[config.mk]
export PLATFORM = sky130hd
export DESIGN_NAME = clock_input_and_range_regs
export DESIGN_NICKNAME = d
export VERILOG_FILES = /design/src/clock_range_pkg.sv /design/src/three_stage_sync.sv /design/src/clock_input_and_range_regs.sv
export VERILOG_INCLUDE_DIRS = /design/src
export SDC_FILE = /design/constraint.sdc
export NUM_CORES = 1
export LEC_CHECK = 0
export BUFFER_PORTS_ARGS = -buffer_cell sky130_fd_sc_hd__buf_2
export CORE_MARGIN = 5
export CORE_UTILIZATION = 30
export CTS_CLUSTER_DIAMETER = 30
export CTS_CLUSTER_SIZE = 16
export DETAILED_ROUTE_END_ITERATION = 10
export MAX_ROUTING_LAYER = met4
export RECOVER_POWER = 50
export SLEW_MARGIN = 20
export SYNTH_ARGS = -nofsm -noshare
export SYNTH_HDL_FRONTEND = slang
export SYNTH_SLANG_ARGS = --single-unit
[constraint.sdc]
create_clock -name core_clk -period 1.7 [get_ports core_clk]
set_input_delay 0.255 -clock core_clk [delete_from_list [all_inputs] [get_ports core_clk]]
set_output_delay 0.255 -clock core_clk [all_outputs]
set_load 0.02 [all_outputs]
[src/clock_range_consts.svh]
// constants for the clock input mode and full-scale range registers
`ifndef CLOCK_RANGE_CONSTS_SVH
`define CLOCK_RANGE_CONSTS_SVH

// ----------------------------------------------------------------------
// register byte addresses
// ----------------------------------------------------------------------
`define ADDR_DELAY_CTRL    15'h0029
`define ADDR_INPUT_MODE    15'h002a
`define ADDR_SUPPLY_NOISE  15'h002b
`define ADDR_EDGE_POS_B0   15'h002c
`define ADDR_EDGE_POS_B1   15'h002d
`define ADDR_EDGE_POS_B2   15'h002e
`define ADDR_FULL_SCALE_B0 15'h0030
`define ADDR_FULL_SCALE_B1 15'h0031

// ----------------------------------------------------------------------
// field positions
// ----------------------------------------------------------------------
`define POS_SAMPLE_PECL    2
`define POS_REF_PECL       1
`define POS_REF_INVERT     0
`define POS_ANALOG_QUIET   2
`define POS_CLOCK_QUIET    0
`define POS_FINE_ZOOM      4
`define POS_DELAY_SEL_HI   3
`define POS_DELAY_SEL_LO   0

// ----------------------------------------------------------------------
// reset values
// ----------------------------------------------------------------------
`define RST_DELAY_CTRL     8'h80
`define RST_INPUT_MODE     8'h00
`define RST_SUPPLY_NOISE   8'h10
`define RST_EDGE_POS       24'h00_0000
`define RST_FULL_SCALE     16'ha000
`define RST_READ_DATA      8'h00

`endif

[src/clock_range_pkg.sv]
// types shared by the clock input mode and full-scale range registers
package clock_range_pkg;
  typedef logic [14:0] reg_addr_t;
  typedef logic [7:0]  reg_byte_t;
  typedef logic [23:0] edge_pos_t;
  typedef logic [15:0] full_scale_t;
endpackage : clock_range_pkg

[src/three_stage_sync.sv]
// three-stage synchroniser that accepts a bit once stages two and three agree
`timescale 1ns/10ps
module three_stage_sync #(
  parameter int WIDTH = 1
) (
  input  wire logic             core_clk,
  input  wire logic             arst_n,
  input  wire logic [WIDTH-1:0] async_in,
  output logic      [WIDTH-1:0] stable_out
);

  // ----------------------------------------------------------------------
  // per-bit chain
  // ----------------------------------------------------------------------
  genvar g;
  generate
    for (g = 0; g < WIDTH; g++)
    begin : g_bit
      logic stage1;
      logic stage2;
      logic stage3;
      // first stage feeds only the second; stable bit moves on agreement
      always_ff @(posedge core_clk or negedge arst_n)
      begin
        if (!arst_n)
        begin
          stage1        <= 1'b0;
          stage2        <= 1'b0;
          stage3        <= 1'b0;
          stable_out[g] <= 1'b0;
        end
        else
        begin
          stage1 <= async_in[g];
          stage2 <= stage1;
          stage3 <= stage2;
          if (stage2 == stage3)
            stable_out[g] <= stage3;
        end
      end
    end
  endgenerate

endmodule : three_stage_sync

[src/clock_input_and_range_regs.sv]
// clock input mode, supply noise, edge position and full-scale registers
//
// What this block does
// - bit 2 puts sample clock in pecl mode
// - bit 1 puts alignment reference in pecl
// - bit 0 inverts the alignment reference
// - supply noise register resets 0x10, input 0x00
// - bit 2 enables analog supply noise suppression
// - bit 0 enables clock supply noise suppression
// - read-only 24-bit edge position, zero after reset
// - 16-bit full-scale range, resets 0xA000
// - delay select field at bits 3:0
// - zoom bit 4 passed out as alignment_fine_zoom; edge position reads not scaled
`timescale 1ns/10ps
`include "clock_range_consts.svh"
module clock_input_and_range_regs (
  input  wire logic                        core_clk,
  input  wire logic                        arst_n,
  input  wire logic                        wr_en,
  input  wire logic                        rd_en,
  input  wire clock_range_pkg::reg_addr_t  reg_addr,
  input  wire clock_range_pkg::reg_byte_t  wr_data,
  output clock_range_pkg::reg_byte_t       rd_data,
  output logic                             rd_valid,
  input  wire clock_range_pkg::edge_pos_t  edge_pos_raw,
  input  wire logic                        alignment_ref_raw,
  output logic                             alignment_ref_aligned,
  output logic                             sample_clock_pecl_mode,
  output logic                             alignment_ref_pecl_mode,
  output logic                             analog_supply_quiet_enable,
  output logic                             clock_supply_quiet_enable,
  output logic [3:0]                       alignment_delay_select,
  output logic                             alignment_fine_zoom,
  output clock_range_pkg::full_scale_t     full_scale_adjust
);

  // ----------------------------------------------------------------------
  // storage
  // ----------------------------------------------------------------------
  clock_range_pkg::reg_byte_t   delay_ctrl;
  clock_range_pkg::reg_byte_t   input_clock_mode_control;
  clock_range_pkg::reg_byte_t   supply_noise_control;
  clock_range_pkg::edge_pos_t   alignment_edge_position;
  logic                         ref_sync;
  logic [24:0]                  sync_out;

  // address match, shared by the write and read decoders
  function automatic logic addr_hit(input clock_range_pkg::reg_addr_t a,
                                    input clock_range_pkg::reg_addr_t r);
    addr_hit = (a == r);
  endfunction : addr_hit

  // ----------------------------------------------------------------------
  // crossing of the edge position detector and the reference pin
  // ----------------------------------------------------------------------
  three_stage_sync #(.WIDTH(25)) u_sync (
    .core_clk   (core_clk),
    .arst_n     (arst_n),
    .async_in   ({alignment_ref_raw, edge_pos_raw}),
    .stable_out (sync_out)
  );
  assign alignment_edge_position = sync_out[23:0];
  assign ref_sync                = sync_out[24];

  // ----------------------------------------------------------------------
  // address decode
  // ----------------------------------------------------------------------
  wire hit_delay = addr_hit(reg_addr, `ADDR_DELAY_CTRL);
  wire hit_mode  = addr_hit(reg_addr, `ADDR_INPUT_MODE);
  wire hit_noise = addr_hit(reg_addr, `ADDR_SUPPLY_NOISE);
  wire hit_pos0  = addr_hit(reg_addr, `ADDR_EDGE_POS_B0);
  wire hit_pos1  = addr_hit(reg_addr, `ADDR_EDGE_POS_B1);
  wire hit_pos2  = addr_hit(reg_addr, `ADDR_EDGE_POS_B2);
  wire hit_fs0   = addr_hit(reg_addr, `ADDR_FULL_SCALE_B0);
  wire hit_fs1   = addr_hit(reg_addr, `ADDR_FULL_SCALE_B1);

  // write strobes; the edge position bytes have none so writes drop
  wire wr_delay = wr_en && hit_delay;
  wire wr_mode  = wr_en && hit_mode;
  wire wr_noise = wr_en && hit_noise;
  wire wr_fs0   = wr_en && hit_fs0;
  wire wr_fs1   = wr_en && hit_fs1;

  // read mux; unmapped addresses read zero, reads change nothing
  clock_range_pkg::reg_byte_t next_rd_data;
  assign next_rd_data =
    hit_delay ? delay_ctrl :
    hit_mode  ? input_clock_mode_control :
    hit_noise ? supply_noise_control :
    hit_pos0  ? alignment_edge_position[7:0] :
    hit_pos1  ? alignment_edge_position[15:8] :
    hit_pos2  ? alignment_edge_position[23:16] :
    hit_fs0   ? full_scale_adjust[7:0] :
    hit_fs1   ? full_scale_adjust[15:8] :
                `RST_READ_DATA;

  // ----------------------------------------------------------------------
  // control registers; reserved bits store what software writes
  // ----------------------------------------------------------------------
  always_ff @(posedge core_clk or negedge arst_n)
  begin
    if (!arst_n)
    begin
      delay_ctrl               <= `RST_DELAY_CTRL;
      input_clock_mode_control <= `RST_INPUT_MODE;
      supply_noise_control     <= `RST_SUPPLY_NOISE;
    end
    else
    begin
      if (wr_delay)
        delay_ctrl <= wr_data;
      if (wr_mode)
        input_clock_mode_control <= wr_data;
      if (wr_noise)
        supply_noise_control <= wr_data;
    end
  end

  // full-scale range, low byte at the lower address
  always_ff @(posedge core_clk or negedge arst_n)
  begin
    if (!arst_n)
      full_scale_adjust <= `RST_FULL_SCALE;
    else
    begin
      if (wr_fs0)
        full_scale_adjust[7:0] <= wr_data;
      if (wr_fs1)
        full_scale_adjust[15:8] <= wr_data;
    end
  end

  // ----------------------------------------------------------------------
  // registered outputs driving the analog controls
  // ----------------------------------------------------------------------
  always_ff @(posedge core_clk or negedge arst_n)
  begin
    if (!arst_n)
    begin
      sample_clock_pecl_mode     <= 1'b0;
      alignment_ref_pecl_mode    <= 1'b0;
      analog_supply_quiet_enable <= 1'b0;
      clock_supply_quiet_enable  <= 1'b0;
      alignment_delay_select     <= 4'h0;
      alignment_fine_zoom        <= 1'b0;
      alignment_ref_aligned      <= 1'b0;
    end
    else
    begin
      sample_clock_pecl_mode     <=
        input_clock_mode_control[`POS_SAMPLE_PECL];
      alignment_ref_pecl_mode    <=
        input_clock_mode_control[`POS_REF_PECL];
      analog_supply_quiet_enable <=
        supply_noise_control[`POS_ANALOG_QUIET];
      clock_supply_quiet_enable  <=
        supply_noise_control[`POS_CLOCK_QUIET];
      alignment_delay_select     <=
        delay_ctrl[`POS_DELAY_SEL_HI:`POS_DELAY_SEL_LO];
      alignment_fine_zoom        <= delay_ctrl[`POS_FINE_ZOOM];
      alignment_ref_aligned      <=
        ref_sync ^ input_clock_mode_control[`POS_REF_INVERT];
    end
  end

  // read answer one cycle after the request
  always_ff @(posedge core_clk or negedge arst_n)
  begin
    if (!arst_n)
    begin
      rd_data  <= `RST_READ_DATA;
      rd_valid <= 1'b0;
    end
    else
    begin
      rd_valid <= rd_en;
      if (rd_en)
        rd_data <= next_rd_data;
    end
  end
endmodule : clock_input_and_range_regs

# Word level (Yosys, flattened, before mapping)
# Index checks and enable logic that the tools add are counted.
# classes
add_sub_neg	0
shifts	0
n_reduce_logical	5
n_eq_ne	33
bitwise	1
n_mul	0
muxes	8
n_lt_le_gt_ge	0
div_mod_pow	0
# op_table
op	n
$eq A15 B6 Y1 const B	8
$mux W8	8
$eq A1 B1 Y1	25
$logic_and A1 B1 Y1	5
$xor A1 B1 Y1	1
# totals
out_inout_bits	35
memories	0
mem_bits_ro	0
word_cells	161
reg_bits	159
latch_bits	0
mem_bits_rw	0

# Depth between registers and ports, before layout
# depth
ltp_word	9
mapped_depth	7
ltp_nobuf	5

# Hierarchy
# From an unflattened synthesis, not the netlist that was laid out.
# hier_totals
hier_cells	350
hier_area_um2	5560.3
# by_module_without_submodules
mod	n_inst	cells_per_inst	seq_area_each_um2	area_per_inst_um2
three_stage_sync	1	125	2502.4	2783.9
clock_input_and_range_regs	1	225	1481.4	2776.4

# Least setup slack after synthesis
# Ideal clock, no wire load.
# synth_path
path_kind	input-to-reg
startpoint	input port reg_addr[11]
endpoint	register rd_data[0]
path_slack_ns	-0.342
cell_stages	6
t_required_ns	1.579
n_path_buf	2
t_arrival_ns	1.921
setup_ns	0.121
cell_sequence	or4_4 -> buf_6 -> or4_1 -> buf_2 -> o21a_1 -> o22a_1
# synth_between
elab_chain_len	9
# synth_rtl
element	line	text
start, declared	clock_input_and_range_regs.sv:21	input wire clock_range_pkg::reg_addr_t reg_addr,
$eq A15 B6 Y1	clock_input_and_range_regs.sv:50	addr_hit = (a == r);
$mux W8 (no source line) (7 in a row)	n/a	
$mux W8 (no source line) *	n/a	
end signal, assigned	clock_input_and_range_regs.sv:171	rd_data <= `RST_READ_DATA;
end signal, assigned	clock_input_and_range_regs.sv:178	rd_data <= next_rd_data;
end, declared	clock_input_and_range_regs.sv:23	output clock_range_pkg::reg_byte_t rd_data,
# Mark *: on every way between the ends. The rest lies on a longest branch, timed or not.
# A chain may end at the register's enable or synchronous reset.

# Final worst setup path
# layout_path
startpoint	register full_scale_adjust[15]
endpoint	register rd_data[7]
# layout_between
elab_chain_len	8
# layout_rtl
element	line	text
start, declared	clock_input_and_range_regs.sv:34	output clock_range_pkg::full_scale_t full_scale_adjust
start signal, assigned	clock_input_and_range_regs.sv:123	full_scale_adjust <= `RST_FULL_SCALE;
start signal, assigned	clock_input_and_range_regs.sv:129	full_scale_adjust[15:8] <= wr_data;
$mux W8 (no source line) (8 in a row)	n/a	
# Every way passes these cells.

==> metrics.cfg <==
[outcome]
status = finished, violations left
violations = negative setup slack

[global_routing]
grt_start_max_net_pins = 53
grt_antenna_before_repair = 0
grt_pass1_vias = 3869
grt_pass1_wl_mm = 20.8
grt_usage = 0.126
grt_overflow = 0

[floorplanning]
fp.dieW_um = 148
die_height_um = 148
die-area_sq_mm = 0.0219
start_util = 0.305
io_pins = 87
core-area_sq_mm = 0.0187
rows = 50

[critical_path]
reg2reg_slack_ps = -160
cp-end-kind = flop
worstPathMaxFanout = 2
crit_arrival_ps = 2200
cp.required_ps = 2050
worstSetupPathType = flop to flop
cp-start-kind = flop

[clock_network]
cts_tree = done
path_clk_slew_ps = 60
cts_sinks = 159
cts_inserted_buffers = 17
htreeDepth = 4
cts-root-buf = clkbuf_16
clk_latency_ps = 420
clock_path_buffers = 2

[yosys]
postSynthCellCount = 364
yosys_warnings = 0
avgSynthCellArea_sq_um = 15.7
ys_seq_area_frac = 0.699
netlist_area_sq_mm = 0.00570
syn_nets = 416
synth_cell_type_count = 40
synth-seq-cells = 159

[cells_and_area]
nets = 567
layout_commonest_cell = dfrtp_1
final_cell_mix = dfrtp_1 (155), buf_2 (85), mux2_2 (31)
syn_to_final_growth_pct = 34.3
fillers = 1683
diodes = 0
finalInstanceArea_sq_mm = 0.00766
drive_gt1_frac = 0.409
stdcell_count = 762

[timing]
period_share = 1.09
relSlewSlack = 0.181
final-max-slew-violation-count = 0
setup_viol = 4
finalClockSkew_ps = 7.53
fmax_mhz = 539
rsz0062_at_grt = true
hold_viol = 0
worst_pin_slew_ps = 1230
worst_slack_ps = -156
fin_tns_setup_ps = -215
post-route-min-period_ps = 1860

[placement]
hpwl_mm = 8.92
portBuffers = 86
dpl-instance-area_sq_mm = 0.00662
finalWeightedCongestion = 0.835
numPlacedInstances = 700

[pwr]
static-leakage-power_nw = 3.71
power.density_mw_per_mm2 = 1110
ir_worst_vdd_v = 0.000813

[routing]
wl_mm = 12.7
drtAntennaViolNets = 0
wire_per_inst_um = 16.7
drcViolationCount = 0
vias = 3532
drt_iter0_markers = 197
via_per_inst = 4.64
dr.pass1.iters = 4

[min_path]
hold_path_class = input port to flop

[flow_run]
maxCapViolCount = 0

-- what timing repair did --
action                                  CTS  global route
hold buffers                             26             0
resized for setup                         4            16
endpoints found under the setup margin    2            20
cloned                                    0             2
endpoints found under the hold margin    68             0
pin swaps                                 5             7
setup buffers                             0             2
-- per-stage QoR --
step           hold slack, ps  power, mW   util  setup WS (ps)
2_1_floorplan           -40.6       4.22      -           -319
5_1_grt                   130       8.82  0.409           -204
3_3_place_gp              243       4.45  0.354           -463
3_5_place_dp              246       4.46  0.354           -479
4_1_cts                   119       8.57  0.403           -257
6_report                  131       8.47  0.409           -156
-- cell type report --
class | instances | area, sq um | area share
multi-input combinational | 183 | 1690 | 0.221
tap | 234 | 293 | 0.0382
timing repair buffer | 143 | 1020 | 0.133
clock buffer | 20 | 447 | 0.0583
clock inverter | 12 | 181 | 0.0237
inverter | 11 | 41.3 | 0.00539
sequential | 159 | 3980 | 0.520
-- worst max-delay path, cell delays in order (launching register included) --
cell and delay, ps:
dfstp_2 530, or4bb_4 470, nor4_4 170, buf_4 160, a211oi_2 30, a211o_1 310
a21oi_2 120
-- report_power, final --
group | switching, mW | internal [mW] | total [mW] | leakage (nW)
sequential | 0.0750 | 3.94 | 4.02 | 1.97
combinational | 0.218 | 0.213 | 0.431 | 1.43
clock | 1.51 | 2.51 | 4.02 | 0.306
total | 1.80 | 6.67 | 8.47 | 3.71
-- Yosys cell counts (all sizes together) --
master  instances  area, sq um
dfrtp         155         3880
or3b            3         26.3
inv            11         41.3
o21ai          13         65.1
mux2           47          559
or4             3         26.3
a221o           1         10.0
nand2b          1         6.26
o22ai           8         50.1
a221oi          1         8.76
or4bb           2         22.5
a211o           1         8.76
a222oi          7         70.1
nor2            3         11.3
clkbuf          7         26.3
nor2b           6         37.5
or4b            1         10.0
a21oi           9         45.0
nor4            9          123
xor2            1         8.76
or3             1         6.26
maj3           25          250
nand2          16         77.6
o22a            6         52.6
buf             5         40.0
o21a            8         60.1
nand3           1         5.00
nand3b          2         15.0
a211oi          7         52.6
dfstp           4          105
-- registers in the layout, indices dropped and copies added (netlist names), 4 cells and up --
name,cells
u_sync.g_bit.stage1,25
alignment_delay_select,4
input_clock_mode_control,8
supply_noise_control,8
u_sync.g_bit.stage2,25
full_scale_adjust,16
u_sync.stable_out,25
delay_ctrl,8
rd_data,8
u_sync.g_bit.stage3,25
-- cells by family (layout without fill, tap and decap cells) --
group,Yosys count,in the layout,synth area share
AOI/OAI and AO/OA,61,61,0.0742
buffers and inverters,23,186,0.0189
xor gates and xnor gates,1,1,0.00154
adders and majority gates,25,25,0.0439
muxes,47,47,0.0981
and+or+nand+nor,48,49,0.0643
DFF,159,159,0.699
-- routing by layer --
metal / global-route usage / vias up / share of wire
met5: - / - / 0
met2: 0.202 / 94 / 0.49
li1: - / 1631 / -
met3: 0.0377 / 24 / 0.068
met4: 0.0531 / 0 / 0.020
met1: 0.148 / 1783 / 0.43
-- worst paths after layout --
kind	from	end	depth (start not counted)
setup / recovery	full_scale_adjust[15]	rd_data[7]	6
max in group asynchronous	arst_n	supply_noise_control[4]	3
hold / removal	wr_data[7]	full_scale_adjust[7]	2
setup reg to reg	full_scale_adjust[15]	rd_data[7]	6
min in group asynchronous	arst_n	u_sync.g_bit[11].stage1	2
hold reg to reg	u_sync.g_bit[17].stage1	u_sync.g_bit[17].stage2	0
Note: power is estimated with default switching activity, not from simulation.
